$ cat config.mk
export PLATFORM = sky130hd
export DESIGN_NAME = fctd_decoder
export DESIGN_NICKNAME = d
export VERILOG_FILES = /design/src/verilog/fctd_pkg.sv /design/src/verilog/fctd_decoder.sv
export VERILOG_INCLUDE_DIRS = /design/src /design/src/verilog
export SDC_FILE = /design/constraint.sdc
export NUM_CORES = 1
export LEC_CHECK = 0
export BUFFER_PORTS_ARGS = -buffer_cell sky130_fd_sc_hd__buf_2
export CAP_MARGIN = 0
export CORE_UTILIZATION = 35
export DETAILED_ROUTE_END_ITERATION = 7
export PLACE_DENSITY = 0.6
export SLEW_MARGIN = 0
export SYNTH_ARGS = -nofsm -noshare
export SYNTH_HDL_FRONTEND = slang
export SYNTH_SLANG_ARGS = --single-unit
export TNS_END_PERCENT = 100
$ cat constraint.sdc
create_clock -name clock_i -period 8.3 [get_ports clock_i]
set_input_delay 1.66 -clock clock_i [delete_from_list [all_inputs] [get_ports clock_i]]
set_output_delay 1.66 -clock clock_i [all_outputs]
set_load 0.02 [all_outputs]
$ cat src/verilog/fctd_regs.svh
/*
  Constants for the control-plane timing field decoder: field positions,
  code values and timing counts.
  Assumes inclusion by bare name from the decoder module.
*/
`ifndef FCTD_REGS_SVH
`define FCTD_REGS_SVH

// Frame-layout octet split.
`define FCTD_XFORM_MSB 7
`define FCTD_XFORM_LSB 4
`define FCTD_SCS_MSB 3
`define FCTD_SCS_LSB 0

// Transform size codes.
`define FCTD_XFORM_MIN 4'h4
`define FCTD_XFORM_MAX_POW2 4'hc
`define FCTD_XFORM_1536 4'hd
`define FCTD_XFORM_3072 4'he
`define FCTD_SIZE_1536 13'h0600
`define FCTD_SIZE_3072 13'h0c00

// Subcarrier spacing codes.
`define FCTD_SCS_MU_MAX 4'h4
`define FCTD_SCS_LOW_MIN 4'hc

// Section types 0 and 3 carry the prefix length field; type 1 does not.
`define FCTD_SECT_TYPE0 8'h00
`define FCTD_SECT_TYPE1 8'h01
`define FCTD_SECT_TYPE3 8'h03
// Channel-information section, the one that carries a UE count.
`define FCTD_SECT_TYPE6 8'h06

// Longest normal prefix at mu 0, in samples; it halves per mu step.
`define FCTD_NORMAL_PREFIX_MAX 16'h0090

// Symbol base for the second first-length symbol of an NR slot.
`define FCTD_HALF_SLOT_SYMBOL 6'h07

// Sample period 1/30.72 MHz; one sample is 1000/30.72 ns.
`define FCTD_SAMPLE_RATE_KHZ 30720
// Samples in a 1 ms subframe.
`define FCTD_SUBFRAME_SAMPLES 17'h07800

`endif

$ cat src/verilog/fctd_pkg.sv
/*
  Types for the control-plane timing field decoder.
  Assumes fctd_regs.svh sits on the include path.
*/
package fctd_pkg;

  typedef enum logic [1:0] {
    FCTD_IDLE = 2'b00,
    FCTD_UE_WALK = 2'b01
  } fctd_state_type;

  // One received message header.
  typedef struct packed {
    logic [7:0] section_type;
    logic [7:0] frame_layout_octet;
    logic [15:0] slot_time_offset;
    logic [15:0] prefix_length_field;
    logic [5:0] first_symbol_index;
    logic [5:0] slot_index;
    logic [7:0] ue_count;
    logic is_prach;
  } fctd_header_type;

  // Management-plane prefix settings.
  typedef struct packed {
    logic prefix_kind_setting;
    logic [15:0] prefix_length_first;
    logic [15:0] prefix_length_rest;
  } fctd_mplane_type;

  // Decoded timing result.
  typedef struct packed {
    logic [12:0] transform_size;
    logic [2:0] mu;
    logic mu_valid;
    logic [4:0] slots_per_subframe;
    logic [16:0] slot_length_samples;
    logic [15:0] offset_samples;
    logic [15:0] prefix_samples;
    logic prefix_from_field;
    logic prefix_extended;
    logic [5:0] first_symbol_index;
    logic [5:0] slot_index;
    logic [7:0] ue_count;
  } fctd_result_type;

endpackage

$ cat src/verilog/fctd_decoder.sv
/*
  Decoder for the timing and numerology fields of a fronthaul control
  message header, plus a per-UE walker and per-symbol prefix lookup.
  Every header strobe is answered one cycle later by a result pulse or
  by an error pulse; a rejected header leaves the last result on its
  port. An accepted channel-information header that counts UEs starts
  a walk when none is running; the walk counts parsed UE blocks and flags the last one.
  Reset is asynchronous and clears every register and output.
  Assumes a header strobe from same-clock parsing logic and static
  management-plane prefix settings on plain ports.
*/
// Operation
// RULE1: ue count marks last UE parsed
// RULE2: offset counts samples of 1/30.72 MHz
// RULE3: sender keeps offset below slot length
// RULE4: offset refers to first symbol instant
// RULE5: upper nibble transform size, lower spacing
// RULE6: transform size codes decode, others reserved
// RULE7: spacing codes 0..4 give mu
// RULE8: low spacing codes give one slot
// RULE9: size is informative, not a constraint
// RULE10: mu also serves PRACH settings
// RULE11: prefix field counts 30.72 MHz samples
// RULE12: prefix field only for types 0, 3
// RULE13: zero prefix length is legal
// RULE14: prefix kind from length and layout
// RULE15: zero length uses management prefix kind
// RULE16: type 1 uses management prefix lengths
// RULE17: slot index below slots per subframe
// RULE18: reserved codes or late offset flag error
`include "fctd_regs.svh"

module fctd_decoder (
  // Clock and reset.
  input wire logic clock_i,
  input wire logic reset_i,
  // Header in.
  input wire logic header_valid_i,
  input wire fctd_pkg::fctd_header_type header_i,
  // Management-plane settings.
  input wire fctd_pkg::fctd_mplane_type mplane_i,
  // UE walk: one pulse per UE block parsed.
  input wire logic ue_done_i,
  // Symbol prefix lookup.
  input wire logic [5:0] symbol_i,
  output logic [15:0] symbol_prefix_o,
  // Results.
  output logic result_valid_o,
  output fctd_pkg::fctd_result_type result_o,
  output logic error_o,
  output logic last_ue_o,
  output logic ue_walk_busy_o
);
  import fctd_pkg::*;

  //////////////////////////////////////////////////////////////////////
  // Combinational decode of the incoming header.

  logic [3:0] xform_code;
  logic [3:0] scs_code;
  logic [12:0] dec_size;
  logic size_ok;
  logic [2:0] dec_mu;
  logic dec_mu_valid;
  logic scs_ok;
  logic [4:0] dec_slots;
  logic [16:0] dec_slot_len;
  logic offset_ok;
  logic slot_ok;
  logic prefix_applies;
  logic dec_extended;
  logic [15:0] dec_prefix;
  logic dec_from_field;
  logic dec_error;

  assign xform_code = header_i.frame_layout_octet[`FCTD_XFORM_MSB:`FCTD_XFORM_LSB]; // RULE5
  assign scs_code = header_i.frame_layout_octet[`FCTD_SCS_MSB:`FCTD_SCS_LSB]; // RULE5

  // The size is reported only; the transform method is left to the datapath.
  always_comb begin // RULE6 RULE9
    dec_size = 13'h0000;
    size_ok = 1'b1;
    case (xform_code)
      `FCTD_XFORM_MIN, 4'h5, 4'h6, 4'h7, 4'h8, 4'h9, 4'ha, 4'hb, `FCTD_XFORM_MAX_POW2: begin
        dec_size = 13'(13'h0001 << xform_code);
      end
      `FCTD_XFORM_1536: begin
        dec_size = `FCTD_SIZE_1536;
      end
      `FCTD_XFORM_3072: begin
        dec_size = `FCTD_SIZE_3072;
      end
      default: begin
        // Reserved, the no-transform code included.
        size_ok = 1'b0;
      end
    endcase
  end

  // Low spacings have no mu; their mu is treated as zero downstream.
  always_comb begin // RULE7 RULE8 RULE10
    dec_mu = 3'h0;
    dec_mu_valid = 1'b0;
    scs_ok = 1'b1;
    dec_slots = 5'h01;
    case (scs_code)
      4'h0, 4'h1, 4'h2, 4'h3, `FCTD_SCS_MU_MAX: begin
        dec_mu = scs_code[2:0];
        dec_mu_valid = 1'b1;
        dec_slots = 5'(5'h01 << scs_code[2:0]);
      end
      `FCTD_SCS_LOW_MIN, 4'hd, 4'he, 4'hf: begin
        // Below 15 kHz one slot spans the whole subframe.
        dec_slots = 5'h01;
      end
      default: begin
        scs_ok = 1'b0;
      end
    endcase
  end

  // A subframe of samples shared out over its slots gives the slot length.
  assign dec_slot_len = `FCTD_SUBFRAME_SAMPLES >> dec_mu; // RULE7 RULE2
  // The offset is in samples at the first symbol numerology, so it is
  // compared against the slot length of that same numerology.
  assign offset_ok = {1'b0, header_i.slot_time_offset} < dec_slot_len; // RULE3 RULE4 RULE18
  // Low spacings have a single slot, so their slot index must be zero.
  assign slot_ok = {1'b0, header_i.slot_index} < {1'b0, 1'b0, dec_slots}; // RULE17

  assign prefix_applies = header_i.section_type == `FCTD_SECT_TYPE0 ||
                          header_i.section_type == `FCTD_SECT_TYPE3; // RULE12

  // Normal prefix at 30.72 MHz never exceeds 144 samples scaled by mu;
  // a longer field indicates extended prefix.
  always_comb begin // RULE11 RULE13 RULE14 RULE15 RULE16
    dec_prefix = mplane_i.prefix_length_first;
    dec_from_field = 1'b0;
    dec_extended = mplane_i.prefix_kind_setting;
    if (prefix_applies) begin
      dec_prefix = header_i.prefix_length_field;
      dec_from_field = 1'b1;
      if (header_i.prefix_length_field != 16'h0000) begin
        dec_extended = header_i.prefix_length_field > (`FCTD_NORMAL_PREFIX_MAX >> dec_mu);
      end
    end
  end

  assign dec_error = !size_ok || !scs_ok || !offset_ok || !slot_ok; // RULE18

  //////////////////////////////////////////////////////////////////////
  // Acceptance.

  logic accept;
  logic walk_start;

  // Both the result register and the walk take only headers that pass.
  assign accept = header_valid_i && !dec_error; // RULE18
  // Only channel-information sections carry a UE count worth walking.
  assign walk_start = accept && header_i.section_type == `FCTD_SECT_TYPE6 &&
                      header_i.ue_count != 8'h00; // RULE1

  //////////////////////////////////////////////////////////////////////
  // Result register.

  fctd_result_type result;
  fctd_result_type next_result;
  logic result_valid;
  logic next_result_valid;
  logic error;
  logic next_error;

  // A rejected header leaves the result untouched, so consumers keep the
  // last good numerology while the error pulse stands.
  always_comb begin
    next_result = result;
    next_result_valid = 1'b0;
    next_error = 1'b0;
    if (header_valid_i) begin
      if (dec_error) begin
        next_error = 1'b1; // RULE18
      end else begin
        next_result_valid = 1'b1;
        next_result.transform_size = dec_size;
        next_result.mu = dec_mu;
        next_result.mu_valid = dec_mu_valid;
        next_result.slots_per_subframe = dec_slots;
        next_result.slot_length_samples = dec_slot_len;
        next_result.offset_samples = header_i.slot_time_offset; // RULE2 RULE4
        next_result.prefix_samples = dec_prefix;
        next_result.prefix_from_field = dec_from_field;
        next_result.prefix_extended = dec_extended;
        next_result.first_symbol_index = header_i.first_symbol_index;
        next_result.slot_index = header_i.slot_index; // RULE17
        next_result.ue_count = header_i.ue_count; // RULE1
      end
    end
  end

  always_ff @(posedge clock_i or posedge reset_i) begin
    if (reset_i) begin
      result <= '0;
      result_valid <= 1'b0;
      error <= 1'b0;
    end else begin
      result <= next_result;
      result_valid <= next_result_valid;
      error <= next_error;
    end
  end

  //////////////////////////////////////////////////////////////////////
  // UE walk: counts UE blocks until the count from the header is reached.

  fctd_state_type state;
  fctd_state_type next_state;
  logic [7:0] ue_left;
  logic [7:0] next_ue_left;
  logic last_ue;
  logic next_last_ue;

  // A header during a walk is not a restart; only UE pulses move the count,
  // so a sender that overlaps messages cannot lose the last-UE flag.
  always_comb begin // RULE1
    next_state = state;
    next_ue_left = ue_left;
    next_last_ue = 1'b0;
    case (state)
      FCTD_IDLE: begin
        if (walk_start) begin
          next_state = FCTD_UE_WALK;
          next_ue_left = header_i.ue_count;
        end
      end
      FCTD_UE_WALK: begin
        if (ue_done_i) begin
          next_ue_left = ue_left - 8'h01;
          if (ue_left == 8'h01) begin
            next_last_ue = 1'b1;
            next_state = FCTD_IDLE;
          end
        end
      end
      default: begin
        next_state = FCTD_IDLE;
        next_ue_left = 8'h00;
      end
    endcase
  end

  always_ff @(posedge clock_i or posedge reset_i) begin
    if (reset_i) begin
      state <= FCTD_IDLE;
      ue_left <= 8'h00;
      last_ue <= 1'b0;
    end else begin
      state <= next_state;
      ue_left <= next_ue_left;
      last_ue <= next_last_ue;
    end
  end

  //////////////////////////////////////////////////////////////////////
  // Per-symbol prefix length for the accepted message.

  logic [9:0] second_first_symbol;
  logic [15:0] next_symbol_prefix;
  logic [15:0] symbol_prefix;

  // Mu of a low spacing is zero, which gives symbol 7. The product is kept
  // wide so that symbol 112 at mu 4 cannot alias onto symbol 48.
  assign second_first_symbol = 10'({4'h0, `FCTD_HALF_SLOT_SYMBOL} << result.mu); // RULE16

  // Management lengths are read live, so a change there shows one cycle on.
  always_comb begin
    if (result.prefix_from_field) begin
      next_symbol_prefix = result.prefix_samples; // RULE12
    end else if (symbol_i == 6'h00 || {4'h0, symbol_i} == second_first_symbol) begin
      next_symbol_prefix = mplane_i.prefix_length_first; // RULE16
    end else begin
      next_symbol_prefix = mplane_i.prefix_length_rest; // RULE16
    end
  end

  always_ff @(posedge clock_i or posedge reset_i) begin
    if (reset_i) begin
      symbol_prefix <= 16'h0000;
    end else begin
      symbol_prefix <= next_symbol_prefix;
    end
  end

  //////////////////////////////////////////////////////////////////////
  // Outputs; busy is a level taken straight from the state register.

  assign result_o = result;
  assign result_valid_o = result_valid;
  assign error_o = error;
  assign last_ue_o = last_ue;
  assign ue_walk_busy_o = state == FCTD_UE_WALK;
  assign symbol_prefix_o = symbol_prefix;

endmodule

==> results of run 1 <==
## metrics by stage
stage                     hold WS, ps  cells  instance area (um2)
after detailed placement          466    965                 7090
after CTS                         478    997                 7670
after global routing              499    997                 7670
final                             471    997                 7670
after global placement            460    965                 7090
after floorplan                   537    562                 5860
## registers in the layout (all words and copies together) (netlist names)
| register | cells |
|---|---|
| result_o | 86 |
| last_ue_o | 1 |
| symbol_prefix_o | 16 |
| ue_left | 8 |
| error_o | 1 |
| result_valid_o | 1 |
| state | 1 |
## power by group
part / switching [uW] / leakage [uW] / internal (uW)
combinational: 299 / 0.00223 / 196
clock: 256 / 0.000283 / 464
sequential: 79.2 / 0.00146 / 667
## path summary, 6_finish.rpt
check                              from      endpoint
max                        header_i[55]   result_o[7]
min                        result_o[68]  result_o[68]
max reg2reg                    state[0]    ue_left[0]
min reg2reg                result_o[68]  result_o[68]
max in group asynchronous       reset_i    ue_left[3]
min in group asynchronous       reset_i  result_o[40]
## cell type report
class | instances | share of cell area
clock inverter | 9 | 0.0135
timing repair buffer | 221 | 0.147
sequential | 114 | 0.372
clock buffer | 23 | 0.0623
multi-input combinational | 393 | 0.359
tap | 216 | 0.0352
inverter | 21 | 0.0106
## metal layers
layer  vias up  wire length (um)  GRT usage
met5         -                 0          0
met4         0               214     0.0601
met3        23              1290     0.0667
met2       210              7760      0.324
met1      2336              6960      0.243
li1       2384                 -          -
## worst register-to-register path, stage by stage (launching register included)
cell,delay [ps]
dfrtp_1,540
a211oi_1,260
nor3b_1,360
nand4_1,520
o211a_1,400
a31o_2,200
## logic make-up (layout without fill, tap and decap cells)
| kind of cell | Yosys count | count (layout) | share of synthesized area |
|---|---|---|---|
| AO/OA/AOI/OAI | 113 | 113 | 0.118 |
| XOR/XNOR | 3 | 3 | 0.00450 |
| AND/OR/NAND/NOR | 168 | 168 | 0.143 |
| buffers and inverters | 55 | 274 | 0.0450 |
| adder cells (fa/ha/maj) | 33 | 33 | 0.0707 |
| multiplexers | 70 | 70 | 0.129 |
| other | 1 | 6 | 0.000642 |
| flip-flops | 114 | 114 | 0.489 |
## placed cells by master (no fill, tap or decap), types with 4 or more instances in the layout
cell       instances
a21oi_1           12
nand4_1            6
clkbuf_16         17
o31ai_1            7
and2_1             6
nor2_1            11
conb_1             6
nand3_1            9
o221a_2            4
buf_2            217
o211ai_1           6
clkinv_2           4
nor3_1             7
mux2_2            32
nor4_1             7
mux2i_1           35
nand2_1           90
or2_2              4
o21ai_0           66
nand2b_1           6
inv_1             19
dfrtp_1          114
ha_1              33
==> summary.md, run 1 <==
| Metric | Value |
|---|---|
| Total global routing overflow | 0 |
| Post-synth top area share | 0.489 |
| Worst stage delay on the critical path | 520 ps |
| Yosys reg bits | 114 |
| Critical path startpoint category | primary input |
| Storage cell area | approximately 0.0029 mm2 |
| Clock root buffer | clkbuf_16 |
| Final core utilization | 0.478 |
| Critical Path AT | 5340 ps |
| Slowest CP cell | nor4_4 |
| Synth top cells by count | dfrtp_1, nand2_1, o21ai_0 |
| CTS tree | done |
| Worst-path clk slew | ~60 ps |
| Clock skew | between 7 and 8 ps |
| Clk_lat worst skew | between 400 and 500 ps |
| Die Y | 131 um |
| Wire length per cell | ~16 um |
| CORE AREA | 0.0161 mm2 |
| DR vias/cell | 4.97 |
| Worst r2r path cells | 5 |
| Crit path capture type | flop |
| Vias in the first global route | 5011 |
| PwrDens | about 260 mW/mm2 |
| TNS Setup | 0 ps |
| Synth area leaders | dfrtp_1, ha_1, mux2_2 |
| Syn Area/Cell | between 10 and 15 um2 |
| Site Rows | between 40 and 50 |
| Area leader, netlist | dfrtp_1 |
| Sequential area share after synthesis | 0.489 |
| Die span in x | about 130 um |
| IO buf count | between 200 and 250 |
| Initial antenna violation count | 0 |
| Final Net Count | approximately 910 |
| Post-CTS Setup Inserts | 0 |
| Hold WC Path Type | reg -> reg |
| Layout cells sized above 1 | 0.388 |
| Cell variety after synth | 51 |
| Layout area overhead | 31.4% |
| Final Setup Violations | 0 |
| Clock sink count | roughly 110 |
| Relative slew slack | 0.175 |
| Post-CTS Resized | 0 |
| Crit path cell chain | buf_2, inv_1, nor4_4, inv_2, or2_2, nand2_1, ha_1, a21oi_1, o21ai_0, a22oi_1, nand4_4, buf_12, mux2_4 |
| Post-synth EDFFs | 0 |
| Worst Path Max Fanout | roughly 110 |
| Gr usage total | 0.197 |
| RSZ-0062 raised after global routing | false |
| Crit Path Class | in -> reg |
| 1st-pass router iterations | 4 |
| Drt total wl | about 16000 um |
| Asr flop ratio synth | 1.00 |
| Critical path depth in cells | 13 |
| Status | finished, final reports clean |
| Minimum clock period | 5040 ps |
| DR DRC count | 0 |
| Multi-input gate area | 0.00276 mm2 |
| Hold depth | 2 |
| Starting DRT DRC Count | between 200 and 300 |
| Max Cap Viol | 0 |
| Post-DRT Antenna Nets | 0 |
| Total Power | 1960 uW |
| Fin. max-slew vios | 0 |
| Highest Clock Rate | 0.198 GHz |
| Reg2Reg Setup Slack | 5920 ps |
| First-pass GRT wire length | 26600 um |
| Mapped Area | about 0.006 mm2 |
| CTS Buf Count | 17 |
| Routed vias | about 5000 |
| H-Tree Depth | 4 |
| Kind of cell adding the most delay to the critical path | simple AND/OR/NAND/NOR gates |
| Crit share post-route | 0.607 |
| Most common cell in the synthesized netlist | dfrtp_1 |
| CTS Hold Bufs | 0 |
| Top FF cell, synth | dfrtp_1 |
| Num ports | 225 |
| Largest net degree at the start of global routing | around 110 |
| GP Congestion | 0.887 |
| Die Area | roughly 0.017 mm2 |
| Leak pwr | 0.00398 uW |
| DP Worst Slack | 2780 ps |
| Mapped Cells | between 500 and 600 |
| Maximum VDD drop | between 100 and 150 uV |
| Fill cell count | 1541 |
| Final WS setup | around 3300 ps |
| # diodes | 0 |
| Least-Margin Pin Slew | 1240 ps |
| Hold Vio Cnt, Final | 0 |
| Synthesis warning total | 0 |
| Dpl hpwl | around 12000 um |
| Initial Utilization | 0.364 |
| Worst Path Required | 8600 ps |
| Buffers and inverters on the worst path | 4 |
| Bufs on Longest Clock Path | 2 |
(Power assumes the default switching activity.)
==> run 2: changes to the inputs <==
==> constraint.sdc (replaced) <==
create_clock -name clock_i -period 5 [get_ports clock_i]
set_input_delay 1 -clock clock_i [delete_from_list [all_inputs] [get_ports clock_i]]
set_output_delay 1 -clock clock_i [all_outputs]
set_load 0.02 [all_outputs]
==> summary.md, run 2 (same netlist as run 1, synthesis figures left out) <==
| Metric | Value |
|---|---|
| Status | finished, final reports clean |
| TNS Setup | 0 ps (unchanged) |
| CORE AREA | 0.0161 mm2 (unchanged) |
| DR vias/cell | 4.96 (-0.22%) |
| PwrDens | 427 mW/mm2 (+67%) |
| CTS Buf Count | 17 (unchanged) |
| Layout cells sized above 1 | 0.393 (+0.00489) |
| Multi-input gate area | 0.00276 mm2 (unchanged) |
| Routed vias | 4957 (+0.081%) |
| Max Cap Viol | 0 (unchanged) |
| Bufs on Longest Clock Path | 2 (unchanged) |
| IO buf count | 217 (unchanged) |
| Most common cell after layout, fill and taps aside | buf_2 |
| First-pass GRT wire length | 26600 um (about the same) |
| Hold WC Path Type | reg -> reg |
| Met2 Track Usage GR | 0.326 (+0.00177) |
| Crit path from | header_i[55] |
| Clock root buffer | clkbuf_16 |
| Met3 Track Usage GR | 0.0548 (-0.0120) |
| Worst Path Required | 5300 ps (-3300 ps) |
| Total Power | 3290 uW (+68%) |
| Site Rows | 46 (unchanged) |
| 1st-pass router iterations | 4 (unchanged) |
| Post-CTS Resized | 0 (unchanged) |
| CTS Hold Bufs | 0 (unchanged) |
| CTS tree | done |
| Worst-path clk slew | 50 ps (about the same) |
| Die Area | 0.0172 mm2 (unchanged) |
| Final Net Count | 916 (+0.33%) |
| Highest Clock Rate | 0.250 GHz |
| Initial antenna violation count | 1 (+1) |
| Initial Utilization | 0.364 (unchanged) |
| Storage cell area | 0.00285 mm2 (unchanged) |
| Least-Margin Pin Slew | 1190 ps (-45.8 ps) |
| Clk_lat worst skew | 410 ps (about the same) |
| Hold Vio Cnt, Final | 0 (unchanged) |
| Critical path startpoint category | primary input |
| Worst Path Max Fanout | 17 (-84%) |
| Kind of cell adding the most delay to the critical path | compound AO/OA/AOI/OAI gates |
| Hold path start | result_o[68] |
| Post-CTS Setup Inserts | 0 (unchanged) |
| Worst stage delay on the critical path | 540 ps (+20 ps) |
| Leak pwr | 0.00400 uW (+0.52%) |
| RSZ-0062 raised after global routing | false |
| H-Tree Depth | 4 (unchanged) |
| Max reg flops | 86 (unchanged) |
| Fin. max-slew vios | 0 (unchanged) |
| Num ports | 225 (unchanged) |
| Gr usage total | 0.197 (-0.000283) |
| Drt total wl | 16200 um (about the same) |
| Crit Path Class | in -> reg |
| Minimum clock period | roughly 4000 ps |
| Post-route cell area | 0.00771 mm2 (+0.55%) |
| Total global routing overflow | 0 (unchanged) |
| Critical Path AT | 4310 ps (-1030 ps) |
| Clock sink count | 114 (unchanged) |
| # diodes | 0 (unchanged) |
| Met1 Use GR | 0.240 (-0.00294) |
| Vias in the first global route | 5153 (+2.8%) |
| Layout area overhead | 32.1% |
| Post-DP Area | 0.00711 mm2 (+0.32%) |
| Fill cell count | 1526 (-0.97%) |
| Slowest CP cell | nand4_1 |
| Relative slew slack | 0.205 (+0.0305) |
| Most frequent cells in the layout | buf_2, dfrtp_1, nand2_1 |
| GP Congestion | 0.862 (-2.9%) |
| Wire length per cell | 16.2 um (-0.31%) |
| Busiest grt layer | met2 |
| Final Setup Violations | 0 (unchanged) |
| Dpl hpwl | 12100 um (+0.23%) |
| Crit path cell chain | buf_2, inv_1, nor4_4, buf_4, inv_2, or2_2, nand2_1, ha_1, a21oi_1, o21ai_0, a22oi_1, nand4_1, o211a_1, a31o_2 |
| Buffers and inverters on the worst path | 4 (unchanged) |
| DR DRC count | 0 (unchanged) |
| Starting DRT DRC Count | 213 (-27%) |
| Clock skew | 5.66 ps (-2.07 ps) |
| Crit share post-route | 0.801 |
| Largest net degree at the start of global routing | 105 (-0.94%) |
| Die Y | 131 um (unchanged) |
| Reg-to-reg startpoint | state[0] |
| Die span in x | 131 um (unchanged) |
| Crit path capture type | flop |
| Maximum VDD drop | 236 uV (+77%) |
| Post-DRT Antenna Nets | 0 (unchanged) |
==> run 2: tightest hold or removal path, cell delays in order (launching register included) <==
cell and delay [ps]:
dfrtp_1 330, nand2_1 40, o21ai_0 60
==> run 2: area by class of cell <==
type / instances / share of cell area
flip-flops and latches: 114 / 0.370
multi-input cells: 393 / 0.357
repair buffers: 224 / 0.149
clock buffers: 19 / 0.0574
well taps: 216 / 0.0350
clock inverters: 13 / 0.0206
inverters: 21 / 0.0105
==> run 2: path summary, 6_finish.rpt <==
check | endpoint | slack, ps | cells past startpoint
hold reg to reg | result_o[68] | 470 | 2
hold / removal | result_o[68] | 470 | 2
setup reg to reg | ue_left[0] | 2530 | 5
min in group asynchronous | result_o[10] | 620 | 2
max in group asynchronous | result_o[88] | 3370 | 3
setup / recovery | ue_left[0] | 990 | 14
==> run 2: per-stage QoR <==
step                      utilization  hold WS [ps]  setup WS (ps)  instances
after floorplan                     -           537            984        562
after global placement          0.443           457            667        968
after detailed placement        0.443           466            568        968
after CTS                       0.480           478           1020       1000
after global routing            0.480           498            741       1000
final                           0.480           471            995       1000
==> run 2: report_power, final <==
part | switching, uW | internal (uW) | total [uW]
combinational | 493 | 327 | 819
sequential | 133 | 1110 | 1240
clock | 436 | 795 | 1230
==> run 2: layer usage <==
layer	share of wire	wire (um)	vias up
met4	0.015	241	2
met1	0.43	6990	2348
met2	0.48	7850	197
met5	0.00080	13	-
li1	-	-	2390
met3	0.069	1120	20
==> run 3: changes to the inputs <==
--- a/config.mk
+++ b/config.mk
@@ -10,7 +10,7 @@
 export CAP_MARGIN = 0
 export CORE_UTILIZATION = 35
 export DETAILED_ROUTE_END_ITERATION = 7
-export PLACE_DENSITY = 0.6
+export PLACE_DENSITY = 0.63
 export SLEW_MARGIN = 0
 export SYNTH_ARGS = -nofsm -noshare
 export SYNTH_HDL_FRONTEND = slang
==> constraint.sdc (replaced) <==
create_clock -name clock_i -period 3.2 [get_ports clock_i]
set_input_delay 0.64 -clock clock_i [delete_from_list [all_inputs] [get_ports clock_i]]
set_output_delay 0.64 -clock clock_i [all_outputs]
set_load 0.02 [all_outputs]
==> summary.md, run 3 (same netlist as run 1, synthesis figures left out) <==
| Metric | Value |
|---|---|
| Status | finished, final reports clean |
| Crit Path Class | in -> reg |
| Total global routing overflow | 0 (unchanged) |
| Final WS setup | 215 ps (-780 ps) |
| Reg-to-reg startpoint | state[0] |
| Die Y | 131 um (unchanged) |
| Relative slew slack | 0.488 (+0.282) |
| Layout cells sized above 1 | 0.427 (+0.0338) |
| TNS Setup | 0 ps (unchanged) |
| Buffers and inverters on the worst path | 6 (+2) |
| PwrDens | 654 mW/mm2 (+53%) |
| Hold WC Path Type | in -> async |
| Num ports | 225 (unchanged) |
| First-pass GRT wire length | 26000 um (-2.4%) |
| Initial antenna violation count | 2 (+1) |
| Worst-path clk slew | 60 ps (about the same) |
| Initial Utilization | 0.364 (unchanged) |
| Drt total wl | 16400 um (+1.0%) |
| Bufs on Longest Clock Path | 2 (unchanged) |
| FF-to-FF End | ue_left[4] |
| Gr usage total | 0.194 (-0.00313) |
| Max reg flops | 86 (unchanged) |
| Critical Path AT | 3280 ps (-1030 ps) |
| Multi-input gate area | 0.00278 mm2 (+0.64%) |
| Worst Path Required | 3490 ps (-1810 ps) |
| CTS Buf Count | 17 (unchanged) |
| DP Worst Slack | -385 ps (-953 ps) |
| Die span in x | 131 um (unchanged) |
| Dpl hpwl | 12000 um (-0.37%) |
| Fin. max-slew vios | 0 (unchanged) |
| Leak pwr | 0.00423 uW (+5.9%) |
| Total Power | 5330 uW (+62%) |
| Highest Clock Rate | 0.335 GHz |
| H-Tree Depth | 4 (unchanged) |
| Routed vias | 5117 (+3.2%) |
| Most common cell after layout, fill and taps aside | buf_2 |
| Final Instance Count excl. Fillers | 1042 (+4.2%) |
| GP Congestion | 0.838 (-2.7%) |
| Most frequent cells in the layout | buf_2, dfrtp_1, nand2_1 |
| Final Net Count | 958 (+4.6%) |
| Clock skew | 4.50 ps (-1.17 ps) |
| Crit path cell chain | buf_2, buf_4, inv_1, nor4_4, inv_2, nand2_1, buf_4, ha_1, nor4_1, o311ai_1, nor4_4, nand4_4, buf_6, mux2_2 |
| Die Area | 0.0172 mm2 (unchanged) |
| Worst r2r path cells | 6 (+1) |
| Critical path startpoint category | primary input |
| DR DRC count | 0 (unchanged) |
| CTS tree | done |
| 1st-pass router iterations | 4 (unchanged) |
| Clock sink count | 114 (unchanged) |
| Starting DRT DRC Count | 189 (-11%) |
| Reg2Reg Setup Slack | 1210 ps (-1320 ps) |
| CTS Hold Bufs | 0 (unchanged) |
| Site Rows | 46 (unchanged) |
| Fill cell count | 1502 (-1.6%) |
| Worst stage delay on the critical path | 430 ps (-110 ps) |
| Crit path capture type | flop |
| DR vias/cell | 4.91 (-0.93%) |
| Max Cap Viol | 0 (unchanged) |
| Crit share post-route | 0.933 |
| Slowest CP cell | nor4_4 |
| Minimum clock period | between 2000 and 3000 ps |
| Clk_lat worst skew | 410 ps (about the same) |
| Hold Vio Cnt, Final | 0 (unchanged) |
| Worst Path Max Fanout | 38 (+21) |
| Placed cells | 1005 (+3.8%) |
| Clock root buffer | clkbuf_16 |
| Vias in the first global route | 5020 (-2.6%) |
| Storage cell area | 0.00285 mm2 (unchanged) |
| Post-DRT Antenna Nets | 0 (unchanged) |
| Layout area overhead | 39.6% |
| Largest net degree at the start of global routing | 64 (-39%) |
| IO buf count | 217 (unchanged) |
| Wire length per cell | 15.7 um (-3.1%) |
| CORE AREA | 0.0161 mm2 (unchanged) |
| Kind of cell adding the most delay to the critical path | simple AND/OR/NAND/NOR gates |
| Least-Margin Pin Slew | 762 ps (-430 ps) |
| Final Setup Violations | 0 (unchanged) |
| Maximum VDD drop | 327 uV (+39%) |
| RSZ-0062 raised after global routing | false |
| Hold WS | 189 ps (-282 ps) |
run 3: cell types whose count changed in the layout (fill, tap and decap cells not counted), sizes merged:
cell    before  now
clkinv       5    2
inv         23   20
diode        0    1
bufinv       3    5
buf        224  264
clkbuf      19   24
run 3: through the flow:
stage	utilization	instance area, um2
after CTS	0.502	8050
after detailed placement	0.462	7410
after floorplan	-	5870
after global routing	0.507	8150
after global placement	0.462	7410
final	0.508	8150
run 3: cell type report:
cell class | instances | share of cell area
inverter | 21 | 0.0101
tap | 216 | 0.0332
timing repair buffer | 266 | 0.187
multi-input combinational | 393 | 0.340
antenna | 1 | 0.000307
clock inverter | 9 | 0.0219
clock buffer | 22 | 0.0569
sequential | 114 | 0.350
run 3: timing repair:
item | CTS | global route
buffers inserted | 0 | 3
resized for setup | 0 | 7
setup endpoints to repair | 0 | 59
run 3: how the worst max path moves through the flow:
| stage | start | endpoint | slack (ps) | cells past startpoint |
|---|---|---|---|---|
| after detailed placement | header_i[55] | ue_left[0] | -380 | 15 |
| final | header_i[55] | result_o[46] | 210 | 14 |
| after CTS | header_i[55] | ue_left[4] | 20 | 14 |
| after global routing | header_i[56] | result_o[74] | 30 | 15 |
| after floorplan | header_i[53] | result_o[19] | 30 | 13 |
| after global placement | header_i[55] | ue_left[4] | -350 | 14 |
run 3: where the power goes:
| group | total, uW | internal, uW | switching, uW |
|---|---|---|---|
| Combinational | 1320 | 534 | 783 |
| Sequential | 1930 | 1730 | 202 |
| Clock | 2080 | 1420 | 662 |
run 3: per-layer routing:
| metal | track usage | vias up | part of all wire |
|---|---|---|---|
| li1 | - | 2481 | - |
| met1 | 0.242 | 2418 | 0.45 |
| met2 | 0.314 | 197 | 0.47 |
| met3 | 0.0644 | 19 | 0.075 |
| met4 | 0.0627 | 2 | 0.013 |
| met5 | 0 | - | 0.00079 |
